--- config.mk ---
export PLATFORM = sky130hd
export DESIGN_NAME = idc_top
export DESIGN_NICKNAME = d
export VERILOG_FILES = /design/src/pkg/idc_pkg.sv /design/src/verilog/idc_inj_chan.sv /design/src/verilog/idc_pwm_chan.sv /design/src/verilog/idc_top.sv
export SDC_FILE = /design/constraint.sdc
export NUM_CORES = 2
export LEC_CHECK = 0
export BUFFER_PORTS_ARGS = -buffer_cell sky130_fd_sc_hd__clkbuf_2
export CORE_UTILIZATION = 30
export DETAILED_ROUTE_END_ITERATION = 10
export PLACE_DENSITY_LB_ADDON = 0.05
export SKIP_LAST_GASP = 1
export SLEW_MARGIN = 15
export SYNTH_ARGS = -nofsm -noshare
export SYNTH_HDL_FRONTEND = slang
export SYNTH_SLANG_ARGS = --single-unit
export TNS_END_PERCENT = 1
--- constraint.sdc ---
create_clock -name clk -period 5.47 [get_ports clk]
set_input_delay 0.8205 -clock clk [delete_from_list [all_inputs] [get_ports clk]]
set_output_delay 0.8205 -clock clk [all_outputs]
set_load 0.02 [all_outputs]
--- src/pkg/idc_pkg.sv ---
// Shared constants and types for the injector and solenoid driver control
`default_nettype none

package idc_pkg;

    ////////////////////////////////////////////////////////////////////////
    // Clock and tick timing
    localparam int CLK_NS = 10;
    localparam int TICK_NS = 500;
    localparam int TICK_CYC = TICK_NS / CLK_NS;
    localparam logic [5:0] TICK_LAST = 6'(TICK_CYC - 1);
    // Early rise-rate window at the start of each injection event
    localparam int EARLY_NS = 100000;
    localparam int EARLY_TICKS = EARLY_NS / TICK_NS;
    localparam logic [7:0] EARLY_INIT = 8'(EARLY_TICKS);
    // Parameter refresh interval and staleness limit (two intervals)
    localparam int REFRESH_NS = 200000;
    localparam int STALE_CYC_DEF = (2 * REFRESH_NS) / CLK_NS;

    ////////////////////////////////////////////////////////////////////////
    // Channel counts and widths
    localparam int N_INJ = 4;
    localparam int N_SOL = 4;
    localparam int PWM_W = 20;
    localparam int PEAK_W = 16;

    ////////////////////////////////////////////////////////////////////////
    // Serial frame layout, bit 0 is the last bit shifted in
    localparam int SOL_ON_POS = 0;
    localparam int SOL_PER_POS = 20;
    localparam int SOL_EN_POS = 40;
    localparam int SOL_FIELD = 41;
    localparam int INJ_BASE = 164;
    localparam int CLR_BASE = 228;
    localparam int CLR_INJ_OPEN = 0;
    localparam int CLR_INJ_SHORT = 4;
    localparam int CLR_SOL_OPEN = 8;
    localparam int CLR_SOL_SHORT = 12;
    localparam int CLR_W = 16;
    localparam int FRAME_BITS = 244;
    localparam logic [7:0] FRAME_LEN = 8'(FRAME_BITS);

    ////////////////////////////////////////////////////////////////////////
    // Synchronised input bit positions
    localparam int SYNC_W = 32;
    localparam int SY_SCLK = 0;
    localparam int SY_SDAT = 1;
    localparam int SY_SFRM = 2;
    localparam int SY_SUP = 3;
    localparam int SY_CMD = 4;
    localparam int SY_PEAK = 8;
    localparam int SY_HOLD = 12;
    localparam int SY_RISE = 16;
    localparam int SY_OVER = 20;
    localparam int SY_SOPEN = 24;
    localparam int SY_SSHORT = 28;

    // Injector channel phases
    typedef enum logic [1:0] {
        INJ_IDLE = 2'h0,
        INJ_PEAK = 2'h1,
        INJ_HOLD = 2'h2
    } idc_inj_state_t;

endpackage : idc_pkg

`default_nettype wire

--- src/verilog/idc_inj_chan.sv ---
// One peak/hold injector channel with open and short supervision
`timescale 1ns/100ps
`default_nettype none

module idc_inj_chan (
    // Clock, reset and freeze
    input wire logic clk,
    input wire logic reset,
    input wire logic ce,
    input wire logic tick,
    // Command, peak time and flag clears
    input wire logic cmd,
    input wire logic [15:0] peak_ticks,
    input wire logic clr_open,
    input wire logic clr_short,
    // Current comparators
    input wire logic peak_hit,
    input wire logic hold_hit,
    input wire logic rise_fast,
    input wire logic over_cur,
    // Drive and status
    output logic drive,
    output logic peak_sel,
    output logic open_flag,
    output logic short_flag
);

    idc_pkg::idc_inj_state_t state, next_state;
    logic [15:0] cnt, next_cnt;
    logic [7:0] early, next_early;
    logic reached, next_reached, next_open, next_short;
    logic short_set, open_set;

    // Phase decode straight from the state flops
    assign drive = (state != idc_pkg::INJ_IDLE);
    assign peak_sel = (state == idc_pkg::INJ_PEAK);

    ////////////////////////////////////////////////////////////////////////
    // Event sequencing and fault flags
    always_comb
    begin
        short_set = drive && ((early != 8'h00 && rise_fast) || (early == 8'h00 && over_cur));
        open_set = drive && !cmd && !(reached || peak_hit || hold_hit);
        next_state = state;
        next_cnt = cnt;
        next_early = early;
        next_reached = reached | peak_hit | hold_hit;
        case (state)
            idc_pkg::INJ_IDLE:
            begin
                next_reached = 1'b0;
                if (cmd && !short_flag)
                begin
                    next_cnt = peak_ticks;
                    next_early = idc_pkg::EARLY_INIT;
                    // Zero peak time runs the whole event at hold level
                    next_state = (peak_ticks == 16'h0000) ? idc_pkg::INJ_HOLD : idc_pkg::INJ_PEAK;
                end
            end
            idc_pkg::INJ_PEAK:
            begin
                if (tick)
                begin
                    next_cnt = cnt - 16'h0001;
                    if (cnt == 16'h0001)
                        next_state = idc_pkg::INJ_HOLD;
                end
            end
            idc_pkg::INJ_HOLD:
                next_state = idc_pkg::INJ_HOLD;
            default:
                next_state = idc_pkg::INJ_IDLE;
        endcase
        if (drive && tick && early != 8'h00)
            next_early = early - 8'h01;
        // Event ends with the command or on a short
        if (drive && (!cmd || short_set))
            next_state = idc_pkg::INJ_IDLE;
        // Set wins over clear on both flags
        next_open = open_set || (open_flag && !clr_open);
        next_short = short_set || (short_flag && !(clr_short && !cmd));
    end

    // State registers
    always_ff @(posedge clk)
    begin
        if (reset)
        begin
            state <= idc_pkg::INJ_IDLE;
            cnt <= '0;
            early <= '0;
            reached <= 1'b0;
            open_flag <= 1'b0;
            short_flag <= 1'b0;
        end
        else if (ce)
        begin
            state <= next_state;
            cnt <= next_cnt;
            early <= next_early;
            reached <= next_reached;
            open_flag <= next_open;
            short_flag <= next_short;
        end
    end

    ////////////////////////////////////////////////////////////////////////
    // Checks
    short_off_a: assert property (@(posedge clk) disable iff (reset || !ce)
        short_flag |-> !drive) else $error("injector driven while short flagged");
    short_keep_a: assert property (@(posedge clk) disable iff (reset || !ce)
        short_flag && cmd |=> short_flag) else $error("short flag cleared under command");
    late_short_a: assert property (@(posedge clk) disable iff (reset || !ce)
        drive && early == 8'h00 && over_cur |=> short_flag && !drive)
        else $error("late short not caught");
    peak_end_a: assert property (@(posedge clk) disable iff (reset || !ce)
        peak_sel && tick && cnt == 16'h0001 && cmd && !short_set |=> state == idc_pkg::INJ_HOLD)
        else $error("peak did not fold back to hold");
    open_set_a: assert property (@(posedge clk) disable iff (reset || !ce)
        open_set |=> open_flag) else $error("open circuit not reported");
    hold_direct_a: assert property (@(posedge clk) disable iff (reset || !ce)
        !drive && cmd && !short_flag && peak_ticks == 16'h0000 |=> state == idc_pkg::INJ_HOLD)
        else $error("zero peak did not start in hold");
    hold_entry_c: cover property (@(posedge clk) disable iff (reset || !ce)
        peak_sel ##1 state == idc_pkg::INJ_HOLD);

endmodule : idc_inj_chan

`default_nettype wire

--- src/verilog/idc_pwm_chan.sv ---
// One low-side solenoid PWM channel with open and short supervision
`timescale 1ns/100ps
`default_nettype none

module idc_pwm_chan (
    // Clock, reset and freeze
    input wire logic clk,
    input wire logic reset,
    input wire logic ce,
    input wire logic tick,
    // Parameters and flag clears
    input wire logic en,
    input wire logic [19:0] period,
    input wire logic [19:0] on_time,
    input wire logic clr_open,
    input wire logic clr_short,
    // Load sensing
    input wire logic open_sense,
    input wire logic short_sense,
    // Drive and status
    output logic drive,
    output logic open_flag,
    output logic short_flag
);

    logic [19:0] cnt, next_cnt, per_a, next_per, on_a, next_on;
    logic next_drive, next_open, next_short;
    logic bound, cmd, short_set, open_set;

    ////////////////////////////////////////////////////////////////////////
    // Period counter, duty compare and fault flags
    always_comb
    begin
        bound = (per_a == 20'h00000) || (cnt >= per_a - 20'h00001);
        // Zero on-time never drives, on-time at or past period always drives
        cmd = en && (cnt < on_a);
        next_cnt = cnt;
        next_per = per_a;
        next_on = on_a;
        if (!en)
        begin
            next_cnt = '0;
            next_per = period;
            next_on = on_time;
        end
        else if (tick)
        begin
            if (bound)
            begin
                // While enabled, new values only at the boundary: no runt pulses
                next_cnt = '0;
                next_per = period;
                next_on = on_time;
            end
            else
                next_cnt = cnt + 20'h00001;
        end
        short_set = drive && short_sense;
        open_set = !drive && open_sense;
        // Open flag plays no part in the drive path
        next_drive = cmd && !short_flag && !short_set;
        next_open = open_set || (open_flag && !clr_open);
        next_short = short_set || (short_flag && !(clr_short && !cmd));
    end

    // State registers
    always_ff @(posedge clk)
    begin
        if (reset)
        begin
            cnt <= '0;
            per_a <= '0;
            on_a <= '0;
            drive <= 1'b0;
            open_flag <= 1'b0;
            short_flag <= 1'b0;
        end
        else if (ce)
        begin
            cnt <= next_cnt;
            per_a <= next_per;
            on_a <= next_on;
            drive <= next_drive;
            open_flag <= next_open;
            short_flag <= next_short;
        end
    end

    ////////////////////////////////////////////////////////////////////////
    // Checks
    short_block_a: assert property (@(posedge clk) disable iff (reset || !ce)
        short_flag |-> !drive) else $error("solenoid driven while short flagged");
    short_keep_a: assert property (@(posedge clk) disable iff (reset || !ce)
        short_flag && cmd |=> short_flag) else $error("short flag cleared while on");
    cnt_range_a: assert property (@(posedge clk) disable iff (reset || !ce)
        per_a != 20'h00000 |-> cnt < per_a) else $error("period counter overran");
    reload_a: assert property (@(posedge clk) disable iff (reset || !ce)
        en && tick && bound |=> on_a == $past(on_time) && cnt == 20'h00000)
        else $error("boundary reload missed");
    open_set_a: assert property (@(posedge clk) disable iff (reset || !ce)
        !drive && open_sense |=> open_flag) else $error("open load not flagged");
    short_set_c: cover property (@(posedge clk) disable iff (reset || !ce)
        drive && short_sense ##1 short_flag);

endmodule : idc_pwm_chan

`default_nettype wire

--- src/verilog/idc_top.sv ---
// Injector and solenoid driver control: input sync, parameter link, channels
`timescale 1ns/100ps
`default_nettype none

////////////////////////////////////////////////////////////////////////////////
// Function
// - Injector runs peak level for requested peak time, then hold level.
// - Injector peak time refreshed from host every fixed interval.
// - Flag open circuit if no threshold reached during whole event.
// - Early fast current rise sets short flag and disables channel.
// - Short check continues later in event with same flag and disable.
// - Injector short clear ignored while event commanded.
// - No mode setting; hold regulation applies once hold threshold reached.
// - Independent PWM per solenoid, zero is off, full scale always on.
// - Enable, period, on-time sent serially from host at fixed interval.
// - PWM counts period and on-time with 20-bit counter at 2 MHz.
// - Open load tested while off; sticky flag, software clearable.
// - Solenoid open flag never changes drive behaviour.
// - Short while on sets flag; channel disabled until cleared.
// - Solenoid short clear ignored while switch commanded on.
// - No injection without engine angle supervision.

module idc_top #(
    parameter int STALE_CYC = idc_pkg::STALE_CYC_DEF
) (
    // Clock, reset and freeze
    input wire logic clk,
    input wire logic reset,
    input wire logic ce,
    // Serial parameter link from host logic
    input wire logic ser_clk,
    input wire logic ser_data,
    input wire logic ser_frame,
    // Engine angle supervision and injection commands
    input wire logic engine_angle_supervisor_input,
    input wire logic [3:0] injection_command_bundle,
    // Injector current comparators
    input wire logic [3:0] inj_peak_hit,
    input wire logic [3:0] inj_hold_hit,
    input wire logic [3:0] inj_rise_fast,
    input wire logic [3:0] inj_over_cur,
    // Solenoid load sensing
    input wire logic [3:0] sol_open_sense,
    input wire logic [3:0] sol_short_sense,
    // Injector drive and status
    output logic [3:0] inj_drive,
    output logic [3:0] inj_peak_sel,
    output logic [3:0] inj_open_flag,
    output logic [3:0] inj_short_flag,
    // Solenoid drive and status
    output logic [3:0] sol_drive,
    output logic [3:0] sol_open_flag,
    output logic [3:0] sol_short_flag,
    // Link status
    output logic frame_ok,
    output logic frame_err,
    output logic params_stale
);

    localparam logic [23:0] STALE_LIM = 24'(STALE_CYC);

    ////////////////////////////////////////////////////////////////////////
    // Input synchronisers
    logic [idc_pkg::SYNC_W-1:0] raw_in, s1, s2, s3, filt, next_filt;
    logic sclk, sdat, sfrm, sup;
    logic [3:0] cmd_s, peak_s, hold_s, rise_s, over_s, sopen_s, sshort_s;

    assign raw_in = {sol_short_sense, sol_open_sense, inj_over_cur, inj_rise_fast,
                     inj_hold_hit, inj_peak_hit, injection_command_bundle,
                     engine_angle_supervisor_input, ser_frame, ser_data, ser_clk};

    // A change is accepted only once the second and third stages agree
    always_comb
    begin
        next_filt = (s2 & ~(s2 ^ s3)) | (filt & (s2 ^ s3));
    end

    // Three-stage chain; the first stage feeds only the second
    always_ff @(posedge clk)
    begin
        if (reset)
        begin
            s1 <= '0;
            s2 <= '0;
            s3 <= '0;
            filt <= '0;
        end
        else if (ce)
        begin
            s1 <= raw_in;
            s2 <= s1;
            s3 <= s2;
            filt <= next_filt;
        end
    end

    // Named views of the filtered inputs
    assign sclk = filt[idc_pkg::SY_SCLK];
    assign sdat = filt[idc_pkg::SY_SDAT];
    assign sfrm = filt[idc_pkg::SY_SFRM];
    assign sup = filt[idc_pkg::SY_SUP];
    assign cmd_s = filt[idc_pkg::SY_CMD +: 4];
    assign peak_s = filt[idc_pkg::SY_PEAK +: 4];
    assign hold_s = filt[idc_pkg::SY_HOLD +: 4];
    assign rise_s = filt[idc_pkg::SY_RISE +: 4];
    assign over_s = filt[idc_pkg::SY_OVER +: 4];
    assign sopen_s = filt[idc_pkg::SY_SOPEN +: 4];
    assign sshort_s = filt[idc_pkg::SY_SSHORT +: 4];

    ////////////////////////////////////////////////////////////////////////
    // Serial frame receiver
    logic sclk_d, sfrm_d;
    logic [idc_pkg::FRAME_BITS-1:0] shreg, next_shreg, frame_q, next_frame_q;
    logic [7:0] bitcnt, next_bitcnt;
    logic [idc_pkg::CLR_W-1:0] clr_q, next_clr;
    logic next_ok, next_err;

    // Shift on each link clock rise inside the frame, commit on frame end
    always_comb
    begin
        next_shreg = shreg;
        next_bitcnt = bitcnt;
        next_frame_q = frame_q;
        next_clr = '0;
        next_ok = 1'b0;
        next_err = 1'b0;
        if (sfrm && !sfrm_d)
            next_bitcnt = '0;
        else if (sfrm && sclk && !sclk_d)
        begin
            next_shreg = {shreg[idc_pkg::FRAME_BITS-2:0], sdat};
            if (bitcnt != 8'hFF)
                next_bitcnt = bitcnt + 8'h01;
        end
        else if (!sfrm && sfrm_d)
        begin
            // A short or long frame is dropped whole, old values stay
            if (bitcnt == idc_pkg::FRAME_LEN)
            begin
                next_frame_q = shreg;
                next_clr = shreg[idc_pkg::CLR_BASE +: idc_pkg::CLR_W];
                next_ok = 1'b1;
            end
            else
                next_err = 1'b1;
        end
    end

    // Receiver registers
    always_ff @(posedge clk)
    begin
        if (reset)
        begin
            sclk_d <= 1'b0;
            sfrm_d <= 1'b0;
            shreg <= '0;
            bitcnt <= '0;
            frame_q <= '0;
            clr_q <= '0;
            frame_ok <= 1'b0;
            frame_err <= 1'b0;
        end
        else if (ce)
        begin
            sclk_d <= sclk;
            sfrm_d <= sfrm;
            shreg <= next_shreg;
            bitcnt <= next_bitcnt;
            frame_q <= next_frame_q;
            clr_q <= next_clr;
            frame_ok <= next_ok;
            frame_err <= next_err;
        end
    end

    ////////////////////////////////////////////////////////////////////////
    // Refresh watchdog: status only, channels keep the last good values
    logic [23:0] stale_cnt, next_stale_cnt;
    logic next_stale;

    always_comb
    begin
        next_stale_cnt = stale_cnt;
        if (next_ok)
            next_stale_cnt = '0;
        else if (stale_cnt != STALE_LIM)
            next_stale_cnt = stale_cnt + 24'h000001;
        next_stale = (next_stale_cnt == STALE_LIM);
    end

    // Watchdog registers
    always_ff @(posedge clk)
    begin
        if (reset)
        begin
            stale_cnt <= '0;
            params_stale <= 1'b0;
        end
        else if (ce)
        begin
            stale_cnt <= next_stale_cnt;
            params_stale <= next_stale;
        end
    end

    ////////////////////////////////////////////////////////////////////////
    // 2 MHz tick shared by all channels
    logic [5:0] pre, next_pre;
    logic tick, next_tick;

    always_comb
    begin
        next_tick = (pre == idc_pkg::TICK_LAST);
        next_pre = next_tick ? 6'h00 : pre + 6'h01;
    end

    // Prescaler registers
    always_ff @(posedge clk)
    begin
        if (reset)
        begin
            pre <= '0;
            tick <= 1'b0;
        end
        else if (ce)
        begin
            pre <= next_pre;
            tick <= next_tick;
        end
    end

    ////////////////////////////////////////////////////////////////////////
    // Channels
    for (genvar i = 0; i < idc_pkg::N_INJ; i++)
    begin : g_chan
        // Injection only passes with supervision present
        idc_inj_chan u_inj (
            .clk(clk),
            .reset(reset),
            .ce(ce),
            .tick(tick),
            .cmd(cmd_s[i] & sup),
            .peak_ticks(frame_q[idc_pkg::INJ_BASE + i * idc_pkg::PEAK_W +: idc_pkg::PEAK_W]),
            .clr_open(clr_q[idc_pkg::CLR_INJ_OPEN + i]),
            .clr_short(clr_q[idc_pkg::CLR_INJ_SHORT + i]),
            .peak_hit(peak_s[i]),
            .hold_hit(hold_s[i]),
            .rise_fast(rise_s[i]),
            .over_cur(over_s[i]),
            .drive(inj_drive[i]),
            .peak_sel(inj_peak_sel[i]),
            .open_flag(inj_open_flag[i]),
            .short_flag(inj_short_flag[i])
        );

        // Solenoid PWM from its own frame field
        idc_pwm_chan u_pwm (
            .clk(clk),
            .reset(reset),
            .ce(ce),
            .tick(tick),
            .en(frame_q[i * idc_pkg::SOL_FIELD + idc_pkg::SOL_EN_POS]),
            .period(frame_q[i * idc_pkg::SOL_FIELD + idc_pkg::SOL_PER_POS +: idc_pkg::PWM_W]),
            .on_time(frame_q[i * idc_pkg::SOL_FIELD + idc_pkg::SOL_ON_POS +: idc_pkg::PWM_W]),
            .clr_open(clr_q[idc_pkg::CLR_SOL_OPEN + i]),
            .clr_short(clr_q[idc_pkg::CLR_SOL_SHORT + i]),
            .open_sense(sopen_s[i]),
            .short_sense(sshort_s[i]),
            .drive(sol_drive[i]),
            .open_flag(sol_open_flag[i]),
            .short_flag(sol_short_flag[i])
        );
    end

    ////////////////////////////////////////////////////////////////////////
    // Checks
    tick_spacing_a: assert property (@(posedge clk) disable iff (reset || !ce)
        tick |=> (!tick)[*8] ##42 tick) else $error("tick not every 50 cycles");
    frame_load_a: assert property (@(posedge clk) disable iff (reset || !ce)
        frame_ok |-> frame_q == $past(shreg)) else $error("frame not committed");
    refresh_a: assert property (@(posedge clk) disable iff (reset || !ce)
        frame_ok |=> !params_stale) else $error("stale after fresh frame");
    supervise_a: assert property (@(posedge clk) disable iff (reset || !ce)
        !sup |=> inj_drive == 4'h0) else $error("injection without supervision");
    frame_ok_c: cover property (@(posedge clk) disable iff (reset || !ce) frame_ok);
    frame_err_c: cover property (@(posedge clk) disable iff (reset || !ce) frame_err);
    // A refused frame leaves every parameter as it was
    bad_frame_a: assert property (@(posedge clk) disable iff (reset || !ce)
        frame_err |-> $stable(frame_q)) else $error("refused frame changed parameters");
    // Clear pulses only ever ride on a commit
    clr_pulse_a: assert property (@(posedge clk) disable iff (reset || !ce)
        clr_q != '0 |-> frame_ok) else $error("clear pulse outside commit");
    stale_c: cover property (@(posedge clk) disable iff (reset || !ce) params_stale);

endmodule : idc_top

`default_nettype wire

==> impl_metrics.env <==
export IMPL_relSlewSlack=0.242
export IMPL_switching_share=0.224
export IMPL_crit_fanout=26
export IMPL_initial_utilization=0.303
export IMPL_nets=5698
export IMPL_drv_slew=0
export IMPL_setup_worst_path_end_class="register"
export IMPL_switching_power_mw=3.68
export IMPL_drc_errors=0
export IMPL_grt_pass1_wl_um=199000
export IMPL_period_needed_ns=4.26
export IMPL_wl_per_cell_um=16.3
export IMPL_syn_avg_cell_area_um2=8.18
export IMPL_vias=36300
export IMPL_async_flop_share=0
export IMPL_synth_edff_count=0
export IMPL_grt_overflow_total=0
export IMPL_grt_pass1_vias=35200
export IMPL_cp_start_kind="register"
export IMPL_worst_slack_ns=1.21
export IMPL_postCtsHoldBufs=0
export IMPL_finalCritPeriodShare=0.778
export IMPL_stdcell_count=7570
export IMPL_post_cts_buffers=0
export IMPL_ys_seq_area_frac=0.454
export IMPL_ant_nets=0
export IMPL_cap_violations=0
export IMPL_dp_hpwl_um=78700
export IMPL_clk_latency_ns=0.75
export IMPL_tns_ns=0
export IMPL_power_clock_fraction=0.519
export IMPL_drt_wl_total_um=123000
export IMPL_cts_resized=0
export IMPL_cts_buffers=130
export IMPL_final_cell_mix="1215 x nand2_1, 1028 x dfxtp_1, 697 x a21oi_1"
export IMPL_arrival_ns=4.86
export IMPL_yosysWarnings=0
export IMPL_preCtsSetupSlack_ns=1.17
export IMPL_drive_gt1_frac=0.0628
export IMPL_syn_nets=5788
export IMPL_rows=142
export IMPL_vias_per_cell=4.80
export IMPL_die_w_um=391
export IMPL_first_pass_iters=5
export IMPL_ir_drop_v=0.000260
export IMPL_critPathBufInv=1
export IMPL_seqPwrFrac=0.459
export IMPL_crit_top_cell="nor2_1"
export IMPL_timing_fmax_mhz=235
export IMPL_tightest_slew_ns=1.13
export IMPL_cts_sinks=1028
export IMPL_cp_top_family="simple AND/OR/NAND/NOR gates"
export IMPL_placed_cells=7341
export IMPL_cts_max_level=4
export IMPL_synth_area_top_cells="dfxtp_1 45%, nand2_1 10%, a21oi_1 7.7%"
export IMPL_yosysTopAreaCellShare=0.454
export IMPL_worst_path_stages=14
export IMPL_p_int_mw=12.8
export IMPL_min_path_cells=3
export IMPL_leakagePower_nw=19.3
export IMPL_ys_ff_latch=1028
export IMPL_netlist_area_um2=45400
export IMPL_synth_cell_type_count=74
export IMPL_drt_iter0_drc=1740
export IMPL_io_buffers=65
export IMPL_whs_ns=0.311
export IMPL_grtUsageTotal=0.160
export IMPL_setup_viol=0
export IMPL_hold_viol=0
export IMPL_worstHoldPathType="input port to register"
export IMPL_rsz0062_at_grt="no"
export IMPL_clockBufferDepth=3
export IMPL_grt_max_degree=158
export IMPL_syn_inst=5547
export IMPL_gp_congestion=0.758
export IMPL_synth_top_area_cell="dfxtp_1"
export IMPL_worstPathRequired_ns=6.08
export IMPL_skew_ns=0.0182
export IMPL_fin_util=0.345
export IMPL_dieArea_um2=153000
export IMPL_cts_tree="done"
export IMPL_clkTransAtPathRegs_ns=0.05
export IMPL_pwr_share_comb=0.022
export IMPL_die_height_um=391
export IMPL_syn_to_final_growth_pct=13.9
export IMPL_ios=66
export IMPL_crit_type="register to register"
export IMPL_final_common_cell="nand2_1"
export IMPL_antenna_cells=0
export IMPL_outcome="finished clean"
export IMPL_path_cells="or4_1 > nor2_1 > nand2b_1 > nor3_1 > xnor2_1 > ha_1 > a21oi_1 > o2111ai_1 > a41oi_1 > o211ai_1 > nand3_2 > buf_4 > mux2i_1 > nor2_1"
export IMPL_clockRootBuffer="clkbuf_16"
export IMPL_antenna_found_initial=4
export IMPL_core_um2=150000
export IMPL_reg2reg_depth=14
export IMPL_cp_slowest_cell="or4_1"
export IMPL_ys_flop_type="dfxtp_1"
export IMPL_power_density_nw_per_um2=318
export IMPL_cp_slowest_stage_delay_ns=0.62
[path summary, 6_finish.rpt]
check,start,end,slack [ns]
worst max-delay path,g_chan[2].u_pwm.per_a[4],g_chan[2].u_pwm.per_a[3],1.21
worst min-delay path,sol_short_sense[1],s1[29],0.31
worst max register to register,g_chan[2].u_pwm.per_a[4],g_chan[2].u_pwm.per_a[3],1.21
worst min register to register,frame_q[154],frame_q[154],0.45
[layout make-up]
class                      count  area, um^2
fill                       16000       98300
clock buffer                 196        3880
tap                         2016        2520
clock inverter                33         379
sequential                  1028       20600
inverter                     159         598
timing repair buffer         124         938
multi-input combinational   4014       22800
[cell usage after synthesis, drive strengths merged (53+ instances only)]
| master | instances |
|---|---|
| xor2 | 96 |
| inv | 157 |
| o21ai | 144 |
| buf | 69 |
| nor4 | 68 |
| nand3 | 114 |
| clkbuf | 277 |
| dfxtp | 1028 |
| a21o | 53 |
| ha | 206 |
| a21oi | 697 |
| mux2i | 266 |
| nor3 | 123 |
| nand2 | 1216 |
| xnor2 | 91 |
| nor2 | 524 |
[kinds of logic (layout without fill, tap and decap cells)]
| kind of cell | after synthesis | after routing | share of synthesized area |
|---|---|---|---|
| AOI/OAI and AO/OA | 1100 | 1100 | 0.138 |
| DFF | 1028 | 1028 | 0.454 |
| buffers and inverters | 505 | 512 | 0.0452 |
| xor gates and xnor gates | 187 | 187 | 0.0361 |
| and+or+nand+nor | 2255 | 2255 | 0.212 |
| muxes | 266 | 266 | 0.0587 |
| adders and majority gates | 206 | 206 | 0.0568 |
[worst reg2reg max path, delay by kind of cell (launching register included)]
kind,cells,cell delay (ns)
AO/OA/AOI/OAI,4,0.79
XOR/XNOR,1,0.15
adder cells (fa/ha/maj),1,0.27
buffers and inverters,1,0.53
flip-flops,1,0.35
multiplexers,1,0.27
AND/OR/NAND/NOR,6,1.74
[flip-flops by register name (all words and copies together), names as in the netlist, 6 cells and up, named ones only]
register	cells
s3	32
g_chan.u_inj.cnt	64
g_chan.u_pwm.cnt	80
clr_q	16
g_chan.u_pwm.per_a	80
g_chan.u_inj.early	32
shreg	244
frame_q	228
stale_cnt	24
bitcnt	8
s1	32
g_chan.u_inj.state	8
s2	32
g_chan.u_pwm.on_a	80
pre	6
[power groups by stage]
stage          clock (mW)  combinational (mW)  sequential [mW]
3_3_place_gp            0               0.368             7.70
6_report             8.53               0.356             7.54
4_1_cts              8.89               0.370             7.54
2_1_floorplan           0               0.256             7.70
3_5_place_dp            0               0.369             7.70
5_1_grt              9.19               0.392             7.54
[layer usage]
layer  GRT usage  vias up  part of all wire
met5           0        -                 0
met3      0.0285      151             0.034
met1       0.226    17100              0.51
met2       0.250      350              0.44
met4      0.0419        0             0.018
li1            -    18700                 -
[per-stage QoR]
step                      area [um^2]  power, mW
final                           51700       16.4
after global routing            51700       17.1
after global placement          47400       8.07
after floorplan                 45400       7.95
after detailed placement        47400       8.07
after CTS                       51700       16.8
Power figures use the tool's default switching activity.
